## src/spl_pkg.sv

```systemverilog
// Shared constants, types and the check-value function of the serial packet link framer.
package spl_pkg;
  // ------------------------------------------------------------
  // Line timing
  // ------------------------------------------------------------
  localparam int          CLK_HZ       = 125_000_000;
  localparam int          BAUD         = 115_200;
  localparam logic [10:0] BIT_CYC      = 11'(CLK_HZ / BAUD);
  localparam logic [10:0] HALF_CYC     = 11'(CLK_HZ / BAUD / 2);
  localparam logic [3:0]  FRAME_BITS   = 4'hA;
  localparam logic [3:0]  STOP_IDX     = 4'h9;
  localparam int          RESP_MS      = 250;
  localparam int          RESP_CYC     = CLK_HZ / 1000 * RESP_MS;
  // Room left for a report already on the line plus the error packet.
  localparam int          GUARD_CYC    = 600 * (CLK_HZ / BAUD);
  localparam int          RESP_TO_CYC  = RESP_CYC - GUARD_CYC;
  // ------------------------------------------------------------
  // Packet fields
  // ------------------------------------------------------------
  localparam logic [1:0]  CLS_CMD      = 2'h0;
  localparam logic [1:0]  CLS_RSP      = 2'h1;
  localparam logic [1:0]  CLS_RPT      = 2'h2;
  localparam logic [1:0]  CLS_ERR      = 2'h3;
  localparam logic [7:0]  MAX_LEN      = 8'h16;
  localparam logic [1:0]  RPT_KINDS    = 2'h3;
  localparam int          FIFO_W       = 8;
  localparam int          FIFO_D       = 16;
  localparam logic [15:0] CRC_INIT     = 16'hFFFF;
  localparam logic [15:0] CRC_POLY     = 16'h8408;
  localparam logic [15:0] CRC_XOR      = 16'hFFFF;

  typedef enum logic [4:0] {
    RX_TYPE = 5'b00001, RX_LEN = 5'b00010, RX_DATA = 5'b00100,
    RX_CLO  = 5'b01000, RX_CHI = 5'b10000
  } spl_rx_st_t;

  typedef enum logic [5:0] {
    TX_IDLE = 6'b000001, TX_TYPE = 6'b000010, TX_LEN = 6'b000100,
    TX_DATA = 6'b001000, TX_CLO  = 6'b010000, TX_CHI = 6'b100000
  } spl_tx_st_t;

  // Reflected CRC step over one byte, least significant bit first.
  function automatic logic [15:0] crc_byte(input logic [15:0] c, input logic [7:0] d);
    logic [15:0] r;
    r = c ^ {8'h00, d};
    for (int i = 0; i < 8; i++) begin
      r = r[0] ? ((r >> 1) ^ CRC_POLY) : (r >> 1);
    end
    return r;
  endfunction : crc_byte
endpackage : spl_pkg

```

## src/spl_framer.sv

```systemverilog
// Device-side serial packet framer: receiver, command hand-off, answers and reports.
//
// Contract
// - Line runs 115200 baud, eight data bits, no parity, one stop bit.
// - Packet order is type, length, payload, then check value.
// - Type byte holds two class bits above a six-bit code.
// - Class 00 is host command, 01 response, 10 unsolicited report.
// - Well-formed packet with illegal content is answered with class 11.
// - Length counts payload bytes; only 0 to 22 is valid.
// - Check value is 16-bit CRC over type, length and payload.
// - Check value goes on the line low byte first.
// - Check value follows last payload byte, or length byte if empty.
// - No flow-control lines or characters; pacing is by acknowledge only.
// - Every received packet is answered within 250 ms; bad-length, bad-check and non-command packets and a command during a pending one go unanswered.
// - Enabled reports are sent on their own; three kinds exist.
// - Answer code bits equal the code bits of the acknowledged command.
`timescale 1ns/1ps
module spl_framer #(
  parameter int RESP_TIMEOUT_CYC = spl_pkg::RESP_TO_CYC
) (
  input  wire logic       clk,
  input  wire logic       rst,
  input  wire logic       rxd,
  output logic            txd,
  output logic            cmd_valid,
  output logic [5:0]      cmd_code,
  output logic [4:0]      cmd_len,
  input  wire logic [4:0] cmd_idx,
  output logic [7:0]      cmd_byte,
  input  wire logic       ans_valid,
  input  wire logic       ans_err,
  input  wire logic [4:0] ans_len,
  output logic            ans_taken,
  output logic            timeout_err,
  input  wire logic [7:0] pay_data,
  input  wire logic       pay_valid,
  output logic            pay_ready,
  input  wire logic       rpt_en,
  input  wire logic       rpt_valid,
  input  wire logic [1:0] rpt_kind,
  input  wire logic [4:0] rpt_len,
  output logic            rpt_taken
);
  // ------------------------------------------------------------
  // Declarations
  // ------------------------------------------------------------
  logic              rx_m_r, rx_s_r, rx_d_r;
  logic [10:0]       rcnt_r;
  logic [3:0]        rbit_r;
  logic              rbusy_r;
  logic [7:0]        rsh_r;
  logic              rxb_v_r;
  spl_pkg::spl_rx_st_t rx_st_r;
  logic [7:0]        r_type_r;
  logic [4:0]        r_len_r;
  logic [4:0]        r_idx_r;
  logic [15:0]       r_crc_r;
  logic [7:0]        r_clo_r;
  logic [7:0]        rx_buf [0:21];
  logic [15:0]       r_crc_nxt;
  logic              pkt_good;
  logic              pkt_take;
  logic              len_bad;
  logic [24:0]       rt_cnt_r;
  logic              auto_err_r;
  spl_pkg::spl_tx_st_t tx_st_r;
  logic [7:0]        t_type_r;
  logic [4:0]        t_len_r;
  logic [4:0]        t_idx_r;
  logic [15:0]       t_crc_r;
  logic [9:0]        tsh_r;
  logic [10:0]       tcnt_r;
  logic [3:0]        tbits_r;
  logic              u_idle;
  logic              tx_go;
  logic [7:0]        tx_byte;
  logic [15:0]       t_crc_fin;
  logic              take_ans;
  logic              take_rpt;
  logic [7:0]        f_data;
  logic              f_valid;
  logic              f_pop;

  function automatic logic [4:0] clamp_len(input logic [4:0] l);
    return (l > 5'(spl_pkg::MAX_LEN)) ? 5'(spl_pkg::MAX_LEN) : l;
  endfunction : clamp_len

  // ------------------------------------------------------------
  // Serial receiver
  // ------------------------------------------------------------
  // No flow-control pins exist; the host paces itself on acknowledges.
  always_ff @(posedge clk) begin
    if (rst) begin
      rx_m_r  <= 1'b1;
      rx_s_r  <= 1'b1;
      rx_d_r  <= 1'b1;
      rbusy_r <= 1'b0;
      rcnt_r  <= '0;
      rbit_r  <= '0;
      rsh_r   <= '0;
      rxb_v_r <= 1'b0;
    end else begin
      rx_m_r  <= rxd;
      rx_s_r  <= rx_m_r;
      rx_d_r  <= rx_s_r;
      rxb_v_r <= 1'b0;
      if (!rbusy_r) begin
        if (rx_d_r && !rx_s_r) begin
          rbusy_r <= 1'b1;
          rcnt_r  <= spl_pkg::HALF_CYC;
          rbit_r  <= '0;
        end
      end else if (rcnt_r != '0) begin
        rcnt_r <= rcnt_r - 11'h001;
      end else begin
        rcnt_r <= spl_pkg::BIT_CYC - 11'h001;
        rbit_r <= rbit_r + 4'h1;
        if (rbit_r == '0 && rx_s_r) begin
          rbusy_r <= 1'b0;
        end else if (rbit_r == spl_pkg::STOP_IDX) begin
          rbusy_r <= 1'b0;
          rxb_v_r <= rx_s_r;
        end else if (rbit_r != '0) begin
          rsh_r <= {rx_s_r, rsh_r[7:1]};
        end
      end
    end
  end

  // ------------------------------------------------------------
  // Packet parser
  // ------------------------------------------------------------
  assign r_crc_nxt = spl_pkg::crc_byte(r_crc_r, rsh_r);
  assign len_bad   = rsh_r > spl_pkg::MAX_LEN;
  assign pkt_good  = {rsh_r, r_clo_r} == (r_crc_r ^ spl_pkg::CRC_XOR);
  // A command arriving while one is still unanswered is dropped; hosts must wait.
  assign pkt_take  = rxb_v_r && rx_st_r == spl_pkg::RX_CHI && pkt_good && !cmd_valid
                     && r_type_r[7:6] == spl_pkg::CLS_CMD;

  always_ff @(posedge clk) begin
    if (rxb_v_r && rx_st_r == spl_pkg::RX_DATA && !cmd_valid) begin
      rx_buf[r_idx_r] <= rsh_r;
    end
    cmd_byte <= rx_buf[cmd_idx];
  end

  always_ff @(posedge clk) begin
    if (rst) begin
      rx_st_r  <= spl_pkg::RX_TYPE;
      r_type_r <= '0;
      r_len_r  <= '0;
      r_idx_r  <= '0;
      r_crc_r  <= spl_pkg::CRC_INIT;
      r_clo_r  <= '0;
      cmd_code <= '0;
      cmd_len  <= '0;
    end else if (rxb_v_r) begin
      unique case (rx_st_r)
        spl_pkg::RX_TYPE: begin
          r_type_r <= rsh_r;
          r_crc_r  <= spl_pkg::crc_byte(spl_pkg::CRC_INIT, rsh_r);
          rx_st_r  <= spl_pkg::RX_LEN;
        end
        spl_pkg::RX_LEN: begin
          r_len_r <= rsh_r[4:0];
          r_idx_r <= '0;
          r_crc_r <= r_crc_nxt;
          if (len_bad) begin
            rx_st_r <= spl_pkg::RX_TYPE;
          end else if (rsh_r == 8'h00) begin
            rx_st_r <= spl_pkg::RX_CLO;
          end else begin
            rx_st_r <= spl_pkg::RX_DATA;
          end
        end
        spl_pkg::RX_DATA: begin
          r_crc_r <= r_crc_nxt;
          r_idx_r <= r_idx_r + 5'h01;
          if (r_idx_r == r_len_r - 5'h01) begin
            rx_st_r <= spl_pkg::RX_CLO;
          end
        end
        spl_pkg::RX_CLO: begin
          r_clo_r <= rsh_r;
          rx_st_r <= spl_pkg::RX_CHI;
        end
        spl_pkg::RX_CHI: begin
          rx_st_r <= spl_pkg::RX_TYPE;
          if (pkt_take) begin
            cmd_code <= r_type_r[5:0];
            cmd_len  <= r_len_r;
          end
        end
      endcase
    end
  end

  // ------------------------------------------------------------
  // Pending command and answer deadline
  // ------------------------------------------------------------
  // The deadline sits short of 250 ms so that a report already on the line
  // and the fallback error packet still finish in time.
  always_ff @(posedge clk) begin
    if (rst) begin
      cmd_valid  <= 1'b0;
      rt_cnt_r   <= '0;
      auto_err_r <= 1'b0;
    end else begin
      if (pkt_take) begin
        cmd_valid <= 1'b1;
      end else if (take_ans) begin
        cmd_valid <= 1'b0;
      end
      if (!cmd_valid || take_ans) begin
        rt_cnt_r   <= '0;
        auto_err_r <= 1'b0;
      end else if (rt_cnt_r == 25'(RESP_TIMEOUT_CYC - 1)) begin
        auto_err_r <= 1'b1;
      end else begin
        rt_cnt_r <= rt_cnt_r + 25'h0000001;
      end
    end
  end

  // ------------------------------------------------------------
  // Transmit framing
  // ------------------------------------------------------------
  assign u_idle    = tbits_r == '0 && tcnt_r == '0;
  assign take_ans  = tx_st_r == spl_pkg::TX_IDLE && cmd_valid && (ans_valid || auto_err_r);
  assign take_rpt  = tx_st_r == spl_pkg::TX_IDLE && !take_ans && rpt_en && rpt_valid
                     && rpt_kind < spl_pkg::RPT_KINDS;
  assign tx_go     = tx_st_r != spl_pkg::TX_IDLE && u_idle
                     && (tx_st_r != spl_pkg::TX_DATA || f_valid);
  assign f_pop     = tx_go && tx_st_r == spl_pkg::TX_DATA;
  assign t_crc_fin = t_crc_r ^ spl_pkg::CRC_XOR;
  assign tx_byte   = (tx_st_r == spl_pkg::TX_TYPE) ? t_type_r :
                     (tx_st_r == spl_pkg::TX_LEN)  ? {3'h0, t_len_r} :
                     (tx_st_r == spl_pkg::TX_DATA) ? f_data :
                     (tx_st_r == spl_pkg::TX_CLO)  ? t_crc_fin[7:0] : t_crc_fin[15:8];

  always_ff @(posedge clk) begin
    if (rst) begin
      tx_st_r     <= spl_pkg::TX_IDLE;
      t_type_r    <= '0;
      t_len_r     <= '0;
      t_idx_r     <= '0;
      t_crc_r     <= spl_pkg::CRC_INIT;
      ans_taken   <= 1'b0;
      timeout_err <= 1'b0;
      rpt_taken   <= 1'b0;
    end else begin
      ans_taken   <= take_ans && ans_valid;
      timeout_err <= take_ans && !ans_valid;
      rpt_taken   <= take_rpt;
      if (take_ans) begin
        t_type_r <= {(ans_valid && !ans_err) ? spl_pkg::CLS_RSP : spl_pkg::CLS_ERR,
                     cmd_code};
        t_len_r  <= ans_valid ? clamp_len(ans_len) : 5'h00;
        t_crc_r  <= spl_pkg::CRC_INIT;
        tx_st_r  <= spl_pkg::TX_TYPE;
      end else if (take_rpt) begin
        t_type_r <= {spl_pkg::CLS_RPT, 4'h0, rpt_kind};
        t_len_r  <= clamp_len(rpt_len);
        t_crc_r  <= spl_pkg::CRC_INIT;
        tx_st_r  <= spl_pkg::TX_TYPE;
      end else if (tx_go) begin
        unique case (tx_st_r)
          spl_pkg::TX_TYPE: begin
            t_crc_r <= spl_pkg::crc_byte(t_crc_r, tx_byte);
            tx_st_r <= spl_pkg::TX_LEN;
          end
          spl_pkg::TX_LEN: begin
            t_crc_r <= spl_pkg::crc_byte(t_crc_r, tx_byte);
            t_idx_r <= '0;
            tx_st_r <= (t_len_r == '0) ? spl_pkg::TX_CLO : spl_pkg::TX_DATA;
          end
          spl_pkg::TX_DATA: begin
            t_crc_r <= spl_pkg::crc_byte(t_crc_r, tx_byte);
            t_idx_r <= t_idx_r + 5'h01;
            if (t_idx_r == t_len_r - 5'h01) begin
              tx_st_r <= spl_pkg::TX_CLO;
            end
          end
          spl_pkg::TX_CLO: tx_st_r <= spl_pkg::TX_CHI;
          default:         tx_st_r <= spl_pkg::TX_IDLE;
        endcase
      end
    end
  end

  // ------------------------------------------------------------
  // Serial transmitter
  // ------------------------------------------------------------
  always_ff @(posedge clk) begin
    if (rst) begin
      txd     <= 1'b1;
      tsh_r   <= '1;
      tcnt_r  <= '0;
      tbits_r <= '0;
    end else if (tx_go) begin
      tsh_r   <= {1'b1, tx_byte, 1'b0};
      tbits_r <= spl_pkg::FRAME_BITS;
      tcnt_r  <= '0;
    end else if (tbits_r != '0 && tcnt_r == '0) begin
      txd     <= tsh_r[0];
      tsh_r   <= {1'b1, tsh_r[9:1]};
      tbits_r <= tbits_r - 4'h1;
      tcnt_r  <= spl_pkg::BIT_CYC - 11'h001;
    end else if (tcnt_r != '0) begin
      tcnt_r <= tcnt_r - 11'h001;
    end
  end

  // Payload FIFO lets the user side run ahead; it stalls on a busy line.
  spl_fifo #(
    .W (spl_pkg::FIFO_W),
    .D (spl_pkg::FIFO_D)
  ) u_pay_fifo (
    .clk       (clk),
    .rst       (rst),
    .in_data   (pay_data),
    .in_valid  (pay_valid),
    .in_ready  (pay_ready),
    .out_data  (f_data),
    .out_valid (f_valid),
    .out_ready (f_pop)
  );

  // ------------------------------------------------------------
  // Assertions
  // ------------------------------------------------------------
  int unsigned pend_age;
  always_ff @(posedge clk) begin
    pend_age <= (rst || !cmd_valid) ? 0 : pend_age + 1;
  end

  property p_type_then_len;
    @(posedge clk) disable iff (rst)
    tx_go && tx_st_r == spl_pkg::TX_TYPE |=> tx_st_r == spl_pkg::TX_LEN;
  endproperty
  a_type_then_len: assert property (p_type_then_len) else $error("length must follow type");

  property p_no_cmd_class;
    @(posedge clk) disable iff (rst)
    tx_go && tx_st_r == spl_pkg::TX_TYPE |-> tx_byte[7:6] != spl_pkg::CLS_CMD;
  endproperty
  a_no_cmd_class: assert property (p_no_cmd_class) else $error("device sent command class");

  property p_err_class;
    @(posedge clk) disable iff (rst)
    take_ans && (ans_err || !ans_valid) |=> t_type_r[7:6] == spl_pkg::CLS_ERR;
  endproperty
  a_err_class: assert property (p_err_class) else $error("illegal content not answered as error");

  property p_len_bound;
    @(posedge clk) disable iff (rst)
    tx_st_r != spl_pkg::TX_IDLE |-> t_len_r <= 5'(spl_pkg::MAX_LEN);
  endproperty
  a_len_bound: assert property (p_len_bound) else $error("sent length above limit");

  property p_crc_lo_first;
    @(posedge clk) disable iff (rst)
    tx_go && tx_st_r == spl_pkg::TX_CLO |=> tx_st_r == spl_pkg::TX_CHI ##1 !u_idle;
  endproperty
  a_crc_lo_first: assert property (p_crc_lo_first) else $error("check bytes out of order");

  property p_resp_time;
    @(posedge clk) disable iff (rst)
    cmd_valid |-> pend_age < RESP_TIMEOUT_CYC + 300 * 10 * spl_pkg::BIT_CYC;
  endproperty
  a_resp_time: assert property (p_resp_time) else $error("answer deadline missed");

  property p_code_echo;
    @(posedge clk) disable iff (rst)
    take_ans |=> t_type_r[5:0] == $past(cmd_code);
  endproperty
  a_code_echo: assert property (p_code_echo) else $error("answer code mismatch");

  property p_bad_len_drop;
    @(posedge clk) disable iff (rst)
    rxb_v_r && rx_st_r == spl_pkg::RX_LEN && len_bad |=> rx_st_r == spl_pkg::RX_TYPE;
  endproperty
  a_bad_len_drop: assert property (p_bad_len_drop) else $error("bad length not dropped");

  property p_rpt_gate;
    @(posedge clk) disable iff (rst)
    rpt_taken |-> $past(rpt_en) && t_type_r[7:6] == spl_pkg::CLS_RPT;
  endproperty
  a_rpt_gate: assert property (p_rpt_gate) else $error("report sent while disabled");

  property p_start_bit;
    @(posedge clk) disable iff (rst)
    tx_go |=> ##1 !txd;
  endproperty
  a_start_bit: assert property (p_start_bit) else $error("missing start bit");

  c_cmd_taken: cover property (@(posedge clk) disable iff (rst) pkt_take);
  c_ans_sent: cover property (@(posedge clk) disable iff (rst) ans_taken);
  c_timeout: cover property (@(posedge clk) disable iff (rst) timeout_err);
  c_report: cover property (@(posedge clk) disable iff (rst) rpt_taken);
endmodule : spl_framer

```

## src/spl_fifo.sv

```systemverilog
// Synchronous FIFO with valid and ready on both sides.
`timescale 1ns/1ps
module spl_fifo #(
  parameter int W = 8,
  parameter int D = 16
) (
  input  wire logic         clk,
  input  wire logic         rst,
  input  wire logic [W-1:0] in_data,
  input  wire logic         in_valid,
  output logic              in_ready,
  output logic [W-1:0]      out_data,
  output logic              out_valid,
  input  wire logic         out_ready
);
  localparam int AW = $clog2(D);

  logic [W-1:0] mem [0:D-1];
  logic [AW-1:0] wp_r;
  logic [AW-1:0] rp_r;
  logic [AW:0]   cnt_r;
  logic [AW:0]   cnt_nxt;
  logic          push;
  logic          pop;

  assign push      = in_valid && in_ready;
  assign pop       = out_ready && out_valid;
  assign cnt_nxt   = cnt_r + {{AW{1'b0}}, push} - {{AW{1'b0}}, pop};
  assign out_data  = mem[rp_r];

  always_ff @(posedge clk) begin
    if (push) begin
      mem[wp_r] <= in_data;
    end
  end

  always_ff @(posedge clk) begin
    if (rst) begin
      wp_r      <= '0;
      rp_r      <= '0;
      cnt_r     <= '0;
      in_ready  <= 1'b0;
      out_valid <= 1'b0;
    end else begin
      wp_r      <= wp_r + AW'(push);
      rp_r      <= rp_r + AW'(pop);
      cnt_r     <= cnt_nxt;
      in_ready  <= cnt_nxt != (AW + 1)'(D);
      out_valid <= cnt_nxt != '0;
    end
  end
endmodule : spl_fifo

```

## config.mk

```make
export PLATFORM = sky130hd
export DESIGN_NAME = spl_framer
export DESIGN_NICKNAME = d
export VERILOG_FILES = /design/src/spl_pkg.sv /design/src/spl_framer.sv /design/src/spl_fifo.sv
export SDC_FILE = /design/constraint.sdc
export NUM_CORES = 1
export LEC_CHECK = 0
export BUFFER_PORTS_ARGS = -buffer_cell sky130_fd_sc_hd__buf_2
export CAP_MARGIN = 20
export CORE_MARGIN = 4
export CORE_UTILIZATION = 70
export CTS_BUF_LIST = sky130_fd_sc_hd__clkbuf_8
export CTS_CLUSTER_DIAMETER = 30
export CTS_CLUSTER_SIZE = 24
export DETAILED_ROUTE_END_ITERATION = 8
export MAX_ROUTING_LAYER = met4
export PLACE_DENSITY = 0.95
export SYNTH_ARGS = -nofsm -noshare
export SYNTH_HDL_FRONTEND = slang
export SYNTH_SLANG_ARGS = --single-unit
```

## constraint.sdc

```tcl
create_clock -name clk -period 9.65 [get_ports clk]
set_input_delay 1.4475 -clock clk [delete_from_list [all_inputs] [get_ports clk]]
set_output_delay 1.4475 -clock clk [all_outputs]
set_load 0.01 [all_outputs]
```

==> results.json, run 1 <==
{
  "die-height_um": 184.8,
  "synth_flop_cell": "edfxtp_1",
  "post_cts_buffers": 0,
  "io_pins": 58,
  "ys_seq_area_share_pct": 60.42,
  "arrival_ps": 5310,
  "power.density_nw_per_um2": 220.1,
  "row_count": 64,
  "worst-setup-path-type": "flip-flop to flip-flop",
  "rsz0062_at_grt": "false",
  "port-buffer-count": 57,
  "groute.usage.overall_pct": 34.13,
  "setup_slack_ps": 4903,
  "post_cts_resized": 0,
  "leakage_nw": 8.878,
  "dpl.hpwl_um": 32660,
  "area_growth_pct": 12.70,
  "peakVddDrop_uv": 188.8,
  "netlist_instances": 1690,
  "grt_max_degree": 102,
  "drc": 0,
  "tns_ps": 0,
  "dp.cells": 2069,
  "yosys.cell_types.count": 82,
  "cts_tree": "done",
  "hold_violations": 0,
  "critPathRequiredTime_ps": 10220,
  "cts_sinks": 508,
  "ys_warn_count": 0,
  "antenna_found_initial": 1,
  "die-area_um2": 34130,
  "worstSkewPairLatency_ps": 660,
  "cap_violations": 0,
  "start_kind": "flip-flop",
  "clock_path_buffers": 3,
  "die_w_um": 184.8,
  "slew_headroom_pct": 25.93,
  "routabilityCongestion": 0.8950,
  "floorplan.initialDensity_pct": 71.31,
  "grt_first_pass_wirelength_um": 87280,
  "synth_nets": 1748,
  "nets": 1822,
  "final_cell_mix": "304 x edfxtp_1, 212 x nor2_1, 202 x dfxtp_1",
  "async_flop_share_pct": 0,
  "routed_wl_um": 56190,
  "end_kind": "flip-flop",
  "postRouteAntennaNets": 0,
  "holdCritPathClass": "flip-flop to flip-flop",
  "outcome": "finished, final reports clean",
  "setup_violations": 0,
  "wire_per_inst_um": 25.13,
  "crit_fanout": 11,
  "drt_iter0_drc": 2393,
  "slew_violations": 0,
  "drive_above_1_share_pct": 18.98,
  "numCtsBuffers": 87,
  "clk_pin_slew_ps": 70,
  "fin_crit_ps": 4747,
  "final_common_cell": "edfxtp_1",
  "cts_root_buf": "clkbuf_8",
  "max_freq_ghz": 0.2107,
  "synth_edf_count": 304,
  "first_pass_iters": 6,
  "stdcell_count": 2236,
  "syn_avg_cell_area_um2": 12.94,
  "grt_pass1_vias": 15200,
  "synth-seq-cells": 508,
  "cts_hold_buf": 0,
  "tightestPinTransition_ps": 1096,
  "finClkSkew_ps": 30.17,
  "dp_worst_setup_slack_ps": 5504,
  "grt_overflow": 0,
  "core_region_area_um2": 30670,
  "cts-htree-levels": 3,
  "reg2reg_slack_ps": 4900,
  "dr_total_vias": 15300,
  "avgViaCountPerCell": 6.844,
  "syn_area_um2": 21870,
  "period_share_pct": 49.19
}
==> path summary, 6_finish.rpt <==
check / from / endpoint / cells past startpoint
worst min-delay path: rx_m_r / rx_s_r / 1
worst max-delay path: tcnt_r[0] / u_pay_fifo.out_valid / 15
worst max register to register: tcnt_r[0] / u_pay_fifo.out_valid / 15
worst min register to register: rx_m_r / rx_s_r / 1
==> cell type report <==
cell class	count	area (um2)
sequential	508	13220
antenna	1	2.502
clock buffer	91	1252
multi-input combinational	1051	8127
tap	396	495.5
clock inverter	73	953.4
inverter	43	161.4
fill	1495	6022
timing repair buffer	73	440.4
==> layer usage <==
metal / up-vias / track usage [%] / share of wire [%]
met4: 0 / 14.91 / 5.3
met1: 7374 / 42.01 / 35
li1: 6461 / - / -
met5: - / - / 0
met2: 1188 / 55.57 / 50
met3: 280 / 6.868 / 10
==> critical path: stages (launching register included) <==
cell	delay, ps
dfxtp_1	380
inv_1	120
ha_1	170
nor4b_1	880
nand3_1	570
nor2_1	450
and3_1	340
ha_1	170
inv_1	60
ha_1	240
fa_1	420
a21o_1	190
a21oi_1	230
xnor2_1	170
inv_1	90
o21ai_0	170
==> cells by family (layout without fill, tap and decap cells) <==
kind of cell / count (synthesis) / in the layout / share of synthesized area [%]
flops: 508 / 508 / 60.42
xor+xnor: 132 / 132 / 5.452
fa+ha+maj: 25 / 25 / 1.465
other cells: 0 / 1 / 0
mux: 149 / 149 / 11.49
simple gates: 503 / 503 / 11.27
buf+inv: 131 / 280 / 2.426
compound gates: 242 / 242 / 7.483
==> sequential cells by signal, indices dropped and copies added, names as in the netlist, 8 cells and up <==
register / cells
r_clo_r: 8
r_crc_r: 16
tcnt_r: 11
rx_buf: 176
cmd_byte: 8
u_pay_fifo.mem: 128
r_type_r: 8
t_type_r: 8
rt_cnt_r: 25
tsh_r: 9
rcnt_r: 11
rsh_r: 8
t_crc_r: 16
==> synth_stat cells, types with 6 or more instances <==
cell      number  area share [%]
mux2_2         6            0.31
mux4_2        81             8.3
nand3_1       28            0.64
edfxtp_1     304              42
a211o_1       13            0.52
and2_1         6            0.17
clkbuf_1      66             1.1
nand2b_1      16            0.46
xor2_1        70             2.8
a211oi_1      17            0.58
nor2_1       212             3.6
inv_1         43            0.74
nand4_1       21            0.60
buf_2         10            0.23
ha_1          24             1.4
xnor2_1       58             2.3
a21oi_1       54             1.2
and3_1        18            0.51
nor3_1        43            0.98
a22oi_1       12            0.41
or4_1          8            0.27
nand2_1       73             1.3
nor2b_1       16            0.46
a31oi_1        9            0.26
mux2i_1       61             2.8
nor4_1         9            0.26
dfxtp_1      204              19
buf_1          7            0.12
o21ai_0       56             1.3
o211ai_1      18            0.62
a21o_1         9            0.31
or3_1         17            0.49
==> per-stage QoR <==
stage	cell area (um2)	util (%)	hold WS, ps	total power, mW
after detailed placement	22390	73.01	402.2	2.965
after global placement	22390	73.01	397.4	2.912
after global routing	24650	80.36	433.3	5.587
after floorplan	21870	-	389.5	2.815
after CTS	24600	80.20	401.1	5.412
final	24650	80.36	399.8	5.426
==> where the power goes <==
group	switching [mW]	internal (mW)	leakage (nW)
Combinational	0.339	0.199	3.31
Clock	1.04	1.40	1.12
Sequential	0.0821	2.36	4.44
(Power assumes the default switching activity.)
==> inputs of run 2 (changes only) <==
CORE_UTILIZATION = 65   (was 70)
PLACE_DENSITY = 0.91   (was 0.95)
clock period = 4.46 ns   (was 9.65 ns; I/O delays follow)
==> results.json, run 2 (synthesis results as in run 1) <==
{
  "die-area_um2": 36640,
  "dp_worst_setup_slack_ps": 826.3,
  "groute.usage.overall_pct": 28.47,
  "peakVddDrop_uv": 398.8,
  "hp-start": "rxd",
  "grt_first_pass_wirelength_um": 79230,
  "clock_path_buffers": 3,
  "p_sw_mw": 2.966,
  "p_sw_share_pct": 26.42,
  "period_share_pct": 89.16,
  "grt_max_degree": 83,
  "antenna_found_initial": 1,
  "clk_pin_slew_ps": 70,
  "whs_ps": 240.0,
  "core_region_area_um2": 32870,
  "cts_tree": "done",
  "floorplan.initialDensity_pct": 66.54,
  "avgViaCountPerCell": 6.314,
  "numCtsBuffers": 87,
  "top_regs": "rx_buf: 176 flops, u_pay_fifo.mem: 128 flops, rt_cnt_r: 25 flops",
  "drc": 0,
  "routabilityCongestion": 0.9119,
  "io_pins": 58,
  "setup_violations": 0,
  "final_common_cell": "edfxtp_1",
  "reg2reg_slack_ps": 480,
  "leakage_nw": 8.847,
  "power.density_nw_per_um2": 457.0,
  "cts-htree-levels": 3,
  "top_register": "rx_buf",
  "worstSkewPairLatency_ps": 640,
  "cts_hold_buf": 0,
  "holdPathEnd": "rx_m_r",
  "cts_root_buf": "clkbuf_8",
  "max_freq_ghz": 0.2515,
  "holdCritPathClass": "input pin to flip-flop",
  "r2r-end": "u_pay_fifo.out_valid",
  "nets": 1827,
  "setup_slack_ps": 483.4,
  "whs_path_depth": 2,
  "dr_total_vias": 14430,
  "final_cell_area_um2": 24560,
  "outcome": "finished, final reports clean",
  "largest_reg_flops": 176,
  "cts_sinks": 508,
  "p_seq_share_pct": 47.0,
  "slew_headroom_pct": 25.58,
  "fin_crit_ps": 3977,
  "grt_pass1_vias": 14590,
  "row_count": 66,
  "die_w_um": 191.4,
  "place_area_um2": 22510,
  "final_cell_mix": "304 x edfxtp_1, 212 x nor2_1, 202 x dfxtp_1",
  "tns_ps": 0,
  "worst-setup-path-type": "flip-flop to flip-flop",
  "end_kind": "flip-flop",
  "finClkSkew_ps": 39.29,
  "area_growth_pct": 12.32,
  "port-buffer-count": 57,
  "antenna_cells": 0,
  "arrival_ps": 4510,
  "drive_above_1_share_pct": 19.20,
  "r2r_cells": 13,
  "post_cts_resized": 0,
  "slew_violations": 0,
  "post_cts_buffers": 0,
  "die-height_um": 191.4,
  "dpl.hpwl_um": 31710,
  "r2r_start": "tcnt_r[4]",
  "postRouteAntennaNets": 0,
  "start_kind": "flip-flop",
  "power_frac_comb_pct": 9.9,
  "crit_fanout": 11,
  "hold_violations": 0,
  "tightestPinTransition_ps": 1112,
  "cap_violations": 0,
  "rsz0062_at_grt": "false",
  "routed_wl_um": 50190,
  "critPathRequiredTime_ps": 5000,
  "final_core_util_pct": 74.74,
  "drt_iter0_drc": 1877,
  "p_int_mw": 8.259,
  "wire_per_inst_um": 21.95,
  "clock_power_share_pct": 43.2,
  "grt_overflow": 0,
  "first_pass_iters": 8
}
## run 2: cell types whose count changed in the layout (fill, tap and decap cells not counted), moves of 2 or more
cell | previous run | this run
buf_4 | 15 | 22
bufinv_16 | 17 | 11
clkbuf_8 | 91 | 94
clkinv_1 | 1 | 4
clkinv_2 | 6 | 13
clkinv_4 | 6 | 10
clkinvlp_4 | 8 | 5
inv_6 | 18 | 14
inv_8 | 8 | 5
nor3_1 | 43 | 41
nor3_2 | 4 | 6
## run 2: how the worst max path moves through the flow
stage | start | end | slack [ps] | depth (start not counted)
after floorplan | tcnt_r[0] | u_pay_fifo.out_valid | 1280 | 16
after global placement | tcnt_r[4] | u_pay_fifo.out_valid | 1100 | 13
after detailed placement | tcnt_r[4] | u_pay_fifo.out_valid | 830 | 13
after CTS | tcnt_r[4] | u_pay_fifo.out_valid | 670 | 13
after global routing | tcnt_r[4] | u_pay_fifo.out_valid | 290 | 13
final | tcnt_r[4] | u_pay_fifo.out_valid | 480 | 13
## run 2: critical path: stages, from the launching register on
cell     delay (ps)
dfxtp_1         380
nor4_1          700
nand3_1         500
nor2_1          380
and3_1          300
ha_1            160
inv_1            40
ha_1            210
fa_1            410
a21o_1          190
a21oi_1         190
xnor2_1         170
inv_1            90
o21ai_0         150
## run 2: final cells by class
cell class | count | area (um2)
clock buffers | 94 | 1294
clock inverters | 70 | 759.5
fillers | 1937 | 8302
inverters | 43 | 161.4
multi-input cells | 1051 | 8137
flip-flops and latches | 508 | 13220
well taps | 442 | 553.0
repair buffers | 78 | 445.4
## run 2: power by group through the flow
| stage | sequential (mW) | combinational, mW | clock (mW) |
|---|---|---|---|
| 3_5_place_dp | 5.36 | 1.05 | 0 |
| 6_report | 5.27 | 1.11 | 4.85 |
| 5_1_grt | 5.28 | 1.21 | 5.13 |
| 2_1_floorplan | 5.31 | 0.780 | 0 |
| 4_1_cts | 5.26 | 1.08 | 4.89 |
| 3_3_place_gp | 5.34 | 0.979 | 0 |
## run 2: metal layers
metal,global-route usage (%),vias to the layer above,routed length (um),share of wire (%)
met1,35.64,7081,18980,38
li1,-,6464,-,-
met4,10.88,0,1696,3.4
met5,-,-,0,0
met3,5.661,147,4283,8.5
met2,46.47,742,25230,50
## run 2: per-stage QoR
stage                     std cells  power, mW
after global placement         2122      6.320
after floorplan                1690      6.091
after CTS                      2286      11.24
final                          2286      11.22
after global routing           2286      11.62
after detailed placement       2122      6.404
